--- config.mk ---
export PLATFORM = sky130hd
export DESIGN_NAME = cibc_top
export DESIGN_NICKNAME = d
export VERILOG_FILES = /design/src/hw/cibc_pkg.sv /design/src/hw/cibc_phase_gen.sv /design/src/hw/cibc_irq_ctl.sv /design/src/hw/cibc_top.sv
export VERILOG_INCLUDE_DIRS = /design/src /design/src/hw
export SDC_FILE = /design/constraint.sdc
export NUM_CORES = 1
export LEC_CHECK = 0
export CAP_MARGIN = 5
export CORE_UTILIZATION = 60
export CTS_BUF_LIST = sky130_fd_sc_hd__clkbuf_16
export CTS_CLUSTER_DIAMETER = 200
export CTS_CLUSTER_SIZE = 20
export DETAILED_ROUTE_END_ITERATION = 16
export DONT_BUFFER_PORTS = 1
export GPL_ROUTABILITY_DRIVEN = 0
export PLACE_DENSITY_LB_ADDON = 0.05
export SLEW_MARGIN = 20
export SYNTH_ARGS = -nofsm -noshare
export SYNTH_HDL_FRONTEND = slang
export SYNTH_SLANG_ARGS = --single-unit
--- constraint.sdc ---
create_clock -name clk -period 6.1 [get_ports clk]
set_clock_uncertainty 0.05 [all_clocks]
set_input_delay 0.61 -clock clk [delete_from_list [all_inputs] [get_ports clk]]
set_output_delay 0.61 -clock clk [all_outputs]
set_load 0.01 [all_outputs]
--- src/hw/cibc_map.svh ---
// address map, vector locations and timing counts of the interrupt and bus control block
`ifndef CIBC_MAP_SVH
`define CIBC_MAP_SVH

`define CIBC_VEC_NMI       16'hFFEC
`define CIBC_VEC_RST       16'hFFEE
`define CIBC_VEC_ROW       16'hFFF8
`define CIBC_VEC_EXT       16'hFFFA
`define CIBC_VEC_TMR       16'hFFFC
`define CIBC_VEC_BRK       16'hFFFE
`define CIBC_VEC_HI_BIT    16'h0001
`define CIBC_ROM_BASE      16'hF800
`define CIBC_RAM_BASE      16'h0080
`define CIBC_RAM_MASK      16'hFFC0
`define CIBC_IO_BASE       16'h0000
`define CIBC_IO_MASK       16'hFFF0
`define CIBC_STACK_PAGE    8'h01
`define CIBC_BRK_FLAG      8'h10
`define CIBC_INIT_CYCLES   3'h6
`define CIBC_CLK_PERIOD_NS 5
`define CIBC_BUS_CYCLE_NS  1000
`define CIBC_QUARTER_CYC   ((`CIBC_BUS_CYCLE_NS / `CIBC_CLK_PERIOD_NS) / 4)

`endif

--- src/hw/cibc_pkg.sv ---
// types shared by the interrupt and bus control block
package cibc_pkg;

  typedef enum logic [2:0] {
    ST_RESET    = 3'b000,
    ST_INIT     = 3'b001,
    ST_RUN      = 3'b010,
    ST_PUSH_PCH = 3'b011,
    ST_PUSH_PCL = 3'b100,
    ST_PUSH_PSR = 3'b101,
    ST_VEC_LO   = 3'b110,
    ST_VEC_HI   = 3'b111
  } cibc_state_t;

  typedef struct packed {
    logic nmi;
    logic row;
    logic ext;
    logic tmr;
  } cibc_irq_req_t;

  typedef struct packed {
    logic [15:0] addr;
    logic [7:0]  wdata;
    logic        rw;
  } cibc_cycle_t;

endpackage

--- src/hw/cibc_phase_gen.sv ---
// bus phase clock generator: divides clk into four quarters per bus cycle
`timescale 1ns/1ps
`default_nettype none
`include "cibc_map.svh"

module cibc_phase_gen
  import cibc_pkg::*;
#(
  parameter int unsigned QUARTER = `CIBC_QUARTER_CYC
) (
  input  wire logic clk,
  input  wire logic reset_n,
  output var  logic phase2_ff,
  output var  logic phase4_ff,
  output wire logic cycle_end,
  output wire logic phase2_rise
);

  logic [15:0] div_ff;
  logic [1:0]  qtr_ff;

  wire       quarter_tick = (div_ff == 16'(QUARTER - 1));
  wire [1:0] nxt_qtr      = quarter_tick ? 2'(qtr_ff + 2'h1) : qtr_ff;

  // phase two falls at the end of the last quarter, which closes a bus cycle
  assign cycle_end   = quarter_tick && (qtr_ff == 2'h3);
  assign phase2_rise = quarter_tick && (qtr_ff == 2'h1);

  always_ff @(posedge clk or negedge reset_n) begin
    if (!reset_n) begin
      div_ff    <= 16'h0000;
      qtr_ff    <= 2'h0;
      phase2_ff <= 1'b0;
      phase4_ff <= 1'b0;
    end else begin
      div_ff    <= quarter_tick ? 16'h0000 : 16'(div_ff + 16'h0001);
      qtr_ff    <= nxt_qtr;
      phase2_ff <= nxt_qtr[1];
      phase4_ff <= nxt_qtr[1] ^ nxt_qtr[0];
    end
  end

endmodule
`default_nettype wire

--- src/hw/cibc_irq_ctl.sv ---
// interrupt request lines: open-drain drive, request decode and edge capture
`timescale 1ns/1ps
`default_nettype none
`include "cibc_map.svh"

module cibc_irq_ctl
  import cibc_pkg::*;
(
  input  wire logic          clk,
  input  wire logic          reset_n,
  input  wire logic          irq_a_level,
  input  wire logic          irq_b_level,
  input  wire logic          nmi_level_n,
  input  wire logic          row_rx_src,
  input  wire logic          timer_src,
  input  wire logic          nmi_taken,
  output var  logic          irq_line_a_oe,
  output var  logic          irq_line_b_oe,
  output wire cibc_irq_req_t req,
  output wire logic [15:0]   mask_vec
);

  logic nmi_prev_ff;
  logic nmi_pend_ff;

  // the pins are read back, so an external source pulling the same line merges in
  wire a_low    = !irq_a_level;
  wire b_low    = !irq_b_level;
  wire nmi_fall = nmi_prev_ff && !nmi_level_n;

  assign req.row  = a_low && b_low;
  assign req.ext  = b_low && !a_low;
  assign req.tmr  = a_low && !b_low;
  assign req.nmi  = nmi_pend_ff;
  assign mask_vec = req.row ? `CIBC_VEC_ROW :
                    req.ext ? `CIBC_VEC_EXT : `CIBC_VEC_TMR;

  always_ff @(posedge clk or negedge reset_n) begin
    if (!reset_n) begin
      irq_line_a_oe <= 1'b0;
      irq_line_b_oe <= 1'b0;
      nmi_prev_ff   <= 1'b1;
      nmi_pend_ff   <= 1'b0;
    end else begin
      // only ever pull low, never drive high, so outside sources can share the wire
      irq_line_a_oe <= row_rx_src || timer_src;
      irq_line_b_oe <= row_rx_src;
      nmi_prev_ff   <= nmi_level_n;
      // a new edge in the cycle it is taken stays pending; a held low adds nothing
      nmi_pend_ff   <= nmi_fall || (nmi_pend_ff && !nmi_taken);
    end
  end

endmodule
`default_nettype wire

--- src/hw/cibc_top.sv ---
// interrupt entry, reset start-up and pin-level bus control around the cpu core
//
// What this block does
// - request lines are sampled; unmasked requests enter at an instruction boundary.
// - entry pushes program counter and status, sets mask, loads vector.
// - maskable requests are levels; nothing is latched while masked.
// - two request lines decode to row, external and timer vectors; break separate.
// - row source pulls both request lines, timer source pulls only the first.
// - a falling edge on the non-maskable input always enters via its vector.
// - the non-maskable input is edge sensitive; a held low does nothing more.
// - bus enable high drives read/write; low reverses buses for an outside master.
// - in test mode the top two kilobytes may be moved to external memory.
// - ready low while phase two is low halts the cycle until ready returns.
// - the lock output is low during modify and write cycles of such instructions.
// - the lock output replaces the third port D line only when optioned.
// - with bus enable high a 16-bit address bus is driven outward.
// - with bus enable high and the three-state bit set outside test mode, address, data and read/write are pulled low weakly.
// - with bus enable low the incoming address feeds the internal decoder.
// - an 8-bit two-way data bus carries all external exchanges.
// - two active-high phase clocks time the bus in both modes.
// - in peripheral mode a high read/write input enables the data drivers.
// - after reset rises, six cycles pass, mask sets, restart vector loads.
`timescale 1ns/1ps
`default_nettype none
`include "cibc_map.svh"

module cibc_top
  import cibc_pkg::*;
#(
  parameter bit          LOCK_OPTION = 1'b1,
  parameter int unsigned QUARTER     = `CIBC_QUARTER_CYC
) (
  input  wire logic        clk,
  input  wire logic        reset_n,
  input  wire logic        reset_in_n,
  input  wire logic        irq_line_a_in,
  output wire logic        irq_line_a_oe,
  input  wire logic        irq_line_b_in,
  output wire logic        irq_line_b_oe,
  input  wire logic        nmi_in_n,
  input  wire logic        ready_in,
  input  wire logic        bus_direction_en,
  input  wire logic        external_rom_select,
  input  wire logic [15:0] addr_in,
  output var  logic [15:0] addr_out,
  output var  logic        addr_oe,
  input  wire logic [7:0]  data_in,
  output var  logic [7:0]  data_out,
  output var  logic        data_oe,
  input  wire logic        rw_in,
  output var  logic        rw_out,
  output var  logic        rw_oe,
  output var  logic        bus_pull_low,
  output wire logic        phase2_out,
  output wire logic        phase4_out,
  output var  logic        port_d_line_two,
  input  wire logic        bus_tristate_ctl,
  input  wire logic        port_d_gpio_out,
  input  wire logic        row_rx_irq_src,
  input  wire logic        timer_irq_src,
  input  wire logic [15:0] core_addr,
  input  wire logic [7:0]  core_wdata,
  input  wire logic        core_rw,
  input  wire logic        core_sync,
  input  wire logic        core_rmw_cycle,
  input  wire logic        core_brk,
  input  wire logic [15:0] core_pc,
  input  wire logic [7:0]  core_status,
  input  wire logic [7:0]  core_sp,
  input  wire logic        core_imask,
  output var  logic        core_step,
  output var  logic [7:0]  core_rdata,
  output var  logic        core_pc_load,
  output var  logic [15:0] core_pc_value,
  output var  logic        core_imask_set,
  output var  logic        test_mode,
  output var  logic [15:0] int_addr,
  output var  logic [7:0]  int_wdata,
  output var  logic        int_re,
  output var  logic        int_we,
  output var  logic        int_sel_rom,
  output var  logic        int_sel_ram,
  output var  logic        int_sel_io,
  input  wire logic [7:0]  int_rdata
);

  ////////////////////////////////////////////////////////////////////////////////
  // pin synchronisers: every asynchronous pin passes two flops first

  localparam int unsigned PW = 32;

  logic [PW-1:0] pin_meta_ff;
  logic [PW-1:0] pin_sync_ff;

  wire [PW-1:0] pin_raw = {reset_in_n, irq_line_a_in, irq_line_b_in, nmi_in_n, ready_in,
                           bus_direction_en, rw_in, external_rom_select, addr_in, data_in};

  always_ff @(posedge clk or negedge reset_n) begin
    if (!reset_n) begin
      // reset view holds the pin in reset and the rom select off, so no false start-up
      pin_meta_ff <= 32'h7EFF_0000;
      pin_sync_ff <= 32'h7EFF_0000;
    end else begin
      pin_meta_ff <= pin_raw;
      pin_sync_ff <= pin_meta_ff;
    end
  end

  wire        rst_s   = pin_sync_ff[31];
  wire        irq_a_s = pin_sync_ff[30];
  wire        irq_b_s = pin_sync_ff[29];
  wire        nmi_n_s = pin_sync_ff[28];
  wire        ready_s = pin_sync_ff[27];
  wire        be_s    = pin_sync_ff[26];
  wire        rw_s    = pin_sync_ff[25];
  wire        rsel_s  = pin_sync_ff[24];
  wire [15:0] addr_s  = pin_sync_ff[23:8];
  wire [7:0]  data_s  = pin_sync_ff[7:0];

  ////////////////////////////////////////////////////////////////////////////////
  // phase clocks and interrupt lines

  logic          cycle_end;
  logic          phase2_rise;
  logic          nmi_taken;
  cibc_irq_req_t irq_req;
  logic [15:0]   mask_vec;

  cibc_phase_gen #(
    .QUARTER (QUARTER)
  ) u_phase (
    .clk         (clk),
    .reset_n     (reset_n),
    .phase2_ff   (phase2_out),
    .phase4_ff   (phase4_out),
    .cycle_end   (cycle_end),
    .phase2_rise (phase2_rise)
  );

  cibc_irq_ctl u_irq (
    .clk           (clk),
    .reset_n       (reset_n),
    .irq_a_level   (irq_a_s),
    .irq_b_level   (irq_b_s),
    .nmi_level_n   (nmi_n_s),
    .row_rx_src    (row_rx_irq_src),
    .timer_src     (timer_irq_src),
    .nmi_taken     (nmi_taken),
    .irq_line_a_oe (irq_line_a_oe),
    .irq_line_b_oe (irq_line_b_oe),
    .req           (irq_req),
    .mask_vec      (mask_vec)
  );

  ////////////////////////////////////////////////////////////////////////////////
  // sequencer state and decode

  cibc_state_t state_ff;
  cibc_state_t nxt_state;
  logic [2:0]  init_cnt_ff;
  logic [2:0]  nxt_init_cnt;
  logic [15:0] vec_ff;
  logic [15:0] nxt_vec;
  logic [15:0] pc_save_ff;
  logic [7:0]  psr_save_ff;
  logic [7:0]  vec_lo_ff;
  logic        stall_ff;
  logic        cap_pend_ff;

  wire in_run  = (state_ff == ST_RUN);
  wire in_push = (state_ff == ST_PUSH_PCH) || (state_ff == ST_PUSH_PCL) ||
                 (state_ff == ST_PUSH_PSR);
  wire in_vec  = (state_ff == ST_VEC_LO) || (state_ff == ST_VEC_HI);
  wire active  = in_run || in_push || in_vec;
  wire periph  = active && !be_s;

  // a halted cycle keeps its address and data, since nothing below moves on
  wire cyc_adv = cycle_end && !stall_ff && be_s && active;
  wire per_adv = cycle_end && periph;

  // break ignores the mask; the non-maskable edge wins over both
  wire irq_ok   = (irq_req.row || irq_req.ext || irq_req.tmr) && !core_imask;
  wire take     = cyc_adv && in_run && core_sync &&
                  (irq_req.nmi || core_brk || irq_ok);
  wire [15:0] take_vec = irq_req.nmi ? `CIBC_VEC_NMI :
                         core_brk    ? `CIBC_VEC_BRK : mask_vec;
  assign nmi_taken = take && irq_req.nmi;

  wire [7:0] sp_addr = (state_ff == ST_PUSH_PCL) ? 8'(core_sp - 8'h01) :
                       (state_ff == ST_PUSH_PSR) ? 8'(core_sp - 8'h02) : core_sp;
  wire [7:0] push_byte = (state_ff == ST_PUSH_PCH) ? pc_save_ff[15:8] :
                         (state_ff == ST_PUSH_PCL) ? pc_save_ff[7:0] : psr_save_ff;
  wire [15:0] vec_addr = (state_ff == ST_VEC_HI) ? (vec_ff | `CIBC_VEC_HI_BIT) : vec_ff;

  cibc_cycle_t norm_cyc;
  assign norm_cyc.addr  = in_push ? {`CIBC_STACK_PAGE, sp_addr} :
                          in_vec  ? vec_addr : core_addr;
  assign norm_cyc.wdata = in_push ? push_byte : core_wdata;
  assign norm_cyc.rw    = in_push ? 1'b0 : (in_vec ? 1'b1 : core_rw);

  // peripheral cycles come from the synchronised pins of the outside master
  wire [15:0] cyc_addr = periph ? addr_s : norm_cyc.addr;
  wire        cyc_rw   = periph ? rw_s : norm_cyc.rw;
  wire [7:0]  cyc_wdat = periph ? data_s : norm_cyc.wdata;

  wire rom_ext = test_mode && rsel_s;
  wire rom_hit = (cyc_addr >= `CIBC_ROM_BASE) && !rom_ext;
  wire ram_hit = ((cyc_addr & `CIBC_RAM_MASK) == `CIBC_RAM_BASE);
  wire io_hit  = ((cyc_addr & `CIBC_IO_MASK) == `CIBC_IO_BASE);
  wire int_hit = rom_hit || ram_hit || io_hit;
  wire [7:0] rd_byte = int_hit ? int_rdata : data_s;

  // the three-state bit has no effect in test mode
  wire bus_drive = be_s && (!bus_tristate_ctl || test_mode);
  wire bus_pull  = be_s && bus_tristate_ctl && !test_mode;
  wire lock_n    = !(in_run && be_s && core_rmw_cycle);

  always_comb begin
    nxt_state    = state_ff;
    nxt_init_cnt = init_cnt_ff;
    nxt_vec      = vec_ff;
    if (!rst_s) begin
      nxt_state = ST_RESET;
    end else begin
      case (state_ff)
        ST_RESET: begin
          nxt_state    = ST_INIT;
          nxt_init_cnt = 3'h0;
        end
        ST_INIT: begin
          if (cycle_end) begin
            if (init_cnt_ff == 3'(`CIBC_INIT_CYCLES - 3'h1)) begin
              nxt_state = ST_VEC_LO;
              nxt_vec   = `CIBC_VEC_RST;
            end else begin
              nxt_init_cnt = 3'(init_cnt_ff + 3'h1);
            end
          end
        end
        ST_RUN: begin
          if (take) begin
            nxt_state = ST_PUSH_PCH;
            nxt_vec   = take_vec;
          end
        end
        ST_PUSH_PCH: nxt_state = cyc_adv ? ST_PUSH_PCL : ST_PUSH_PCH;
        ST_PUSH_PCL: nxt_state = cyc_adv ? ST_PUSH_PSR : ST_PUSH_PCL;
        ST_PUSH_PSR: nxt_state = cyc_adv ? ST_VEC_LO : ST_PUSH_PSR;
        ST_VEC_LO:   nxt_state = cyc_adv ? ST_VEC_HI : ST_VEC_LO;
        ST_VEC_HI:   nxt_state = cyc_adv ? ST_RUN : ST_VEC_HI;
        default:     nxt_state = ST_RESET;
      endcase
    end
  end

  ////////////////////////////////////////////////////////////////////////////////
  // sequencer registers

  always_ff @(posedge clk or negedge reset_n) begin
    if (!reset_n) begin
      state_ff    <= ST_RESET;
      init_cnt_ff <= 3'h0;
      vec_ff      <= `CIBC_VEC_RST;
      pc_save_ff  <= 16'h0000;
      psr_save_ff <= 8'h00;
      vec_lo_ff   <= 8'h00;
    end else begin
      state_ff    <= nxt_state;
      init_cnt_ff <= nxt_init_cnt;
      vec_ff      <= nxt_vec;
      if (take) begin
        pc_save_ff  <= core_pc;
        psr_save_ff <= core_brk && !irq_req.nmi ? (core_status | `CIBC_BRK_FLAG) : core_status;
      end
      if (cyc_adv && state_ff == ST_VEC_LO) begin
        vec_lo_ff <= rd_byte;
      end
    end
  end

  // ready is sampled as phase two rises, so its value from the low phase decides
  always_ff @(posedge clk or negedge reset_n) begin
    if (!reset_n) begin
      stall_ff <= 1'b0;
    end else if (phase2_rise && !ready_s) begin
      stall_ff <= 1'b1;
    end else if (ready_s) begin
      stall_ff <= 1'b0;
    end
  end

  // the mode strap is taken one clock after release, while bus enable must still hold
  always_ff @(posedge clk or negedge reset_n) begin
    if (!reset_n) begin
      cap_pend_ff <= 1'b0;
      test_mode   <= 1'b0;
    end else begin
      cap_pend_ff <= (state_ff == ST_RESET) && rst_s;
      if (cap_pend_ff) begin
        test_mode <= !be_s;
      end
    end
  end

  ////////////////////////////////////////////////////////////////////////////////
  // core handshake

  always_ff @(posedge clk or negedge reset_n) begin
    if (!reset_n) begin
      core_step      <= 1'b0;
      core_rdata     <= 8'h00;
      core_pc_load   <= 1'b0;
      core_pc_value  <= 16'h0000;
      core_imask_set <= 1'b0;
    end else begin
      core_step      <= cyc_adv && in_run && !take;
      core_pc_load   <= cyc_adv && (state_ff == ST_VEC_HI);
      core_imask_set <= cyc_adv && (state_ff == ST_VEC_HI);
      if (cyc_adv) begin
        core_rdata <= rd_byte;
      end
      if (cyc_adv && state_ff == ST_VEC_HI) begin
        core_pc_value <= {rd_byte, vec_lo_ff};
      end
    end
  end

  ////////////////////////////////////////////////////////////////////////////////
  // external pins and internal memory strobes

  always_ff @(posedge clk or negedge reset_n) begin
    if (!reset_n) begin
      addr_out        <= 16'h0000;
      addr_oe         <= 1'b0;
      data_out        <= 8'h00;
      data_oe         <= 1'b0;
      rw_out          <= 1'b1;
      rw_oe           <= 1'b0;
      bus_pull_low    <= 1'b0;
      port_d_line_two <= 1'b1;
    end else begin
      addr_out        <= norm_cyc.addr;
      addr_oe         <= bus_drive;
      rw_out          <= norm_cyc.rw;
      rw_oe           <= bus_drive;
      bus_pull_low    <= bus_pull;
      data_out        <= periph ? int_rdata : norm_cyc.wdata;
      data_oe         <= periph ? (rw_s && phase2_out) :
                         (bus_drive && active && !norm_cyc.rw && phase2_out);
      port_d_line_two <= LOCK_OPTION ? lock_n : port_d_gpio_out;
    end
  end

  always_ff @(posedge clk or negedge reset_n) begin
    if (!reset_n) begin
      int_addr    <= 16'h0000;
      int_wdata   <= 8'h00;
      int_re      <= 1'b0;
      int_we      <= 1'b0;
      int_sel_rom <= 1'b0;
      int_sel_ram <= 1'b0;
      int_sel_io  <= 1'b0;
    end else begin
      int_addr    <= cyc_addr;
      int_wdata   <= cyc_wdat;
      int_re      <= active && cyc_rw && int_hit;
      int_we      <= (cyc_adv || per_adv) && !cyc_rw && int_hit;
      int_sel_rom <= active && rom_hit;
      int_sel_ram <= active && ram_hit;
      int_sel_io  <= active && io_hit;
    end
  end

endmodule
`default_nettype wire

==> run metrics <==
power per standard cell area 275 nW/um^2; Pins Over Slew Limit 0; TritonCTS Sinks 215; cell-by-cell trace of the critical path nand2_2, o21ai_1, a31oi_1, mux2_2, o21ai_0, o211a_1, nor2_4, nor4_1; data required time at the worst endpoint 6.42 ns; highest-count cells in the layout ignoring fill and taps 182 x sky130_fd_sc_hd__dfrtp_1, 98 x sky130_fd_sc_hd__nand2_1, 55 x sky130_fd_sc_hd__nor2_1; FF+latch area 5420 sq um; number of distinct library cells after synthesis 68; highest metal layer with signal wires met4; relative area change from synthesis to final layout 6.86%; violation count after the first detailed-routing iteration 360; most area-consuming cells after synthesis sky130_fd_sc_hd__dfrtp_1 53%, sky130_fd_sc_hd__dfstp_2 10%, sky130_fd_sc_hd__nand2_1 4.3%, sky130_fd_sc_hd__mux2_4 3.1%, sky130_fd_sc_hd__nor2_1 2.4%; overall die area 14,800 sq um; smallest setup slack after layout 2.19 ns; area of the core 13,900 sq um; top fanout value on the critical path 28; nature of the critical path startpoint flop; CTS tree built; via-per-instance ratio 6.05; delay of the slowest critical-path stage 0.94 ns; share of Yosys cell area claimed by the top area cell type 52.9%; cell internal pwr 1.96 mW; antenna violations before repair 0; number of primary I/O pins 198; Synth Warn # 0; Detailed Place HPWL 13,400 microns; final-report hold violation count 0; sequential power share 60.0%; leakage power 4.24 nW; routed vias 5,465; NumNets Final 830; multi-input combinational cell area 2960 sq um; sequential-to-total area share from yosys stat 63.0%; height of the die 122 microns; clock tree root buffer cell sky130_fd_sc_hd__clkbuf_16; combined buffer and inverter count along the critical path 0; count of flip-flops with a built-in enable after synthesis 0; leading register cell type out of synthesis sky130_fd_sc_hd__dfrtp_1; register-to-register setup slack 2.19 ns; fraction of registers with async set or reset after synthesis 100%; max cap viols 0; Die X 122 microns; top cell type by total area after synthesis sky130_fd_sc_hd__dfrtp_1; met3 layer wire length in the routed design 1870 microns; Num CTS Buffers 14; starting density of the core 61.7%; clock network fraction of design power 35.9%; RSZ-0062 raised after global routing false; setup-violating endpoint count in the final report 0; Avg Inst Size Synth 11.9 sq um; worst slack at placement 2.33 ns; type of the worst setup path flop to flop; later-pin clock latency in the skew report 0.47 ns; commonest non-fill, non-tap cell in the layout sky130_fd_sc_hd__dfrtp_1; maximum level of the CTS H-tree 1; Max VDD drop 0.000243 V; fraction of layout cells with a size suffix above 1 14.4%; Final ANT Viol Nets 0; Sw Ratio 22.4%; count of antenna diodes in the layout 0; drt drc 0; Synth Register Bits 215; I/O Buffers 0; aggregate global-route resource usage 26.1%; total negative slack 0 ns; Combinational Power Share 4.1%; length of routed met2 wiring 8810 microns; Total Power Consumption 2.53 mW; via count of the first global-routing pass 5,390; Critical Path Slowest Stage Cell sky130_fd_sc_hd__dfrtp_1; switching power of the nets 0.567 mW; drt first pass iters 7; number of fill cells in the layout 1,061; period utilisation layout 64.2%; shortest clock period the worst path allows after layout 3.91 ns; post-detailed-routing wire length 19,200 microns; maximum number of buffers from clock root to sink 3; final global-route overflow total 0; pin count of the biggest net entering global routing 216; transition time at the pin with the least slew margin 1.10 ns; post-synthesis instance area 8600 sq um; row count 43; Mapped Cells 725; Reg clk slew, reported paths 0.09 ns; routed length per instance 21.2 microns; Hold Crit Class input port to flop; crit end category flop; cell family with the largest share of critical-path delay compound AO/OA/AOI/OAI gates; Post-Synthesis Net Count 840; outcome finished clean; Data arrival, critical path 4.24 ns; Achievable Freq 0.256 GHz; detailed-route wire length on metal 1 7980 microns; Max-slew headroom 26.3%; global-route wire length before repair 29,500 microns
[logic make-up (layout without fill, tap and decap cells)]
logic type | count (synthesis) | count (layout) | synth area share [%]
and+or+nand+nor | 248 | 248 | 14.4
DFF | 215 | 215 | 63.0
AOI/OAI and AO/OA | 136 | 136 | 10.1
buffers and inverters | 52 | 50 | 2.68
muxes | 45 | 45 | 6.50
xor gates and xnor gates | 20 | 20 | 2.04
adders and majority gates | 9 | 9 | 1.28
[flip-flops by register name, summed over array words and instances (netlist names), 8 cells and up]
register	flops
pin_sync_ff	32
int_wdata	8
u_phase.div_ff	16
data_out	8
psr_save_ff	8
core_rdata	8
pc_save_ff	16
vec_lo_ff	8
core_pc_value	16
int_addr	16
pin_meta_ff	32
addr_out	16
[path summary, 6_finish.rpt]
check                                 from               to  cells past startpoint
setup / recovery               state_ff[1]           int_we                      8
hold reg to reg            pin_meta_ff[15]  pin_sync_ff[15]                      0
max in group asynchronous          reset_n  pin_meta_ff[31]                      3
min in group asynchronous          reset_n     addr_out[10]                      2
hold / removal                  addr_in[8]  pin_meta_ff[16]                      0
setup reg to reg               state_ff[1]           int_we                      8
[cell usage after synthesis, types with 12 or more instances]
master / count
sky130_fd_sc_hd__nor2_1: 56
sky130_fd_sc_hd__o21ai_0: 38
sky130_fd_sc_hd__mux2_4: 18
sky130_fd_sc_hd__dfstp_2: 33
sky130_fd_sc_hd__nand2_1: 98
sky130_fd_sc_hd__clkbuf_1: 21
sky130_fd_sc_hd__mux2i_1: 12
sky130_fd_sc_hd__inv_1: 16
sky130_fd_sc_hd__dfrtp_1: 182
sky130_fd_sc_hd__mux2_2: 15
sky130_fd_sc_hd__a21oi_1: 32
sky130_fd_sc_hd__nand2b_1: 15
[power by group through the flow]
stage                     registers (mW)  logic, mW  clock network (mW)
after detailed placement            1.54     0.0723                   0
after global placement              1.54     0.0678                   0
after CTS                           1.52      0.102               0.926
after global routing                1.52      0.117               0.972
after floorplan                     1.53     0.0572                   0
final                               1.52      0.104               0.907
[area by class of cell]
cell class,instances,share of cell area [%]
timing repair buffer,9,1.20
multi-input combinational,458,32.2
tap,180,2.45
sequential,215,59.0
clock buffer,15,4.08
inverter,17,0.694
clock inverter,9,0.408
[through the flow]
| step | utilization [%] | cells | hold slack, ns | area, sq um |
|---|---|---|---|---|
| floorplan | - | 725 | 0.264 | 8600 |
| global placement | 62.5 | 876 | 0.268 | 8710 |
| detailed placement | 62.5 | 876 | 0.268 | 8710 |
| CTS | 65.7 | 901 | 0.0624 | 9150 |
| global route | 66.0 | 903 | 0.0535 | 9190 |
| finish | 66.0 | 903 | 0.0720 | 9190 |
[routing by layer]
metal / up-vias / global-route usage, %
met4: 0 / 7.10
met5: - / 0
li1: 2477 / -
met3: 41 / 8.15
met1: 2703 / 35.8
met2: 244 / 40.2
[timing repair]
| item | CTS | global route |
|---|---|---|
| gates resized for setup | 0 | 0 |
| setup buffers | 0 | 0 |
| hold buffers | 1 | 1 |
| hold endpoints to repair | 215 | 24 |
(Power assumes the default switching activity.)
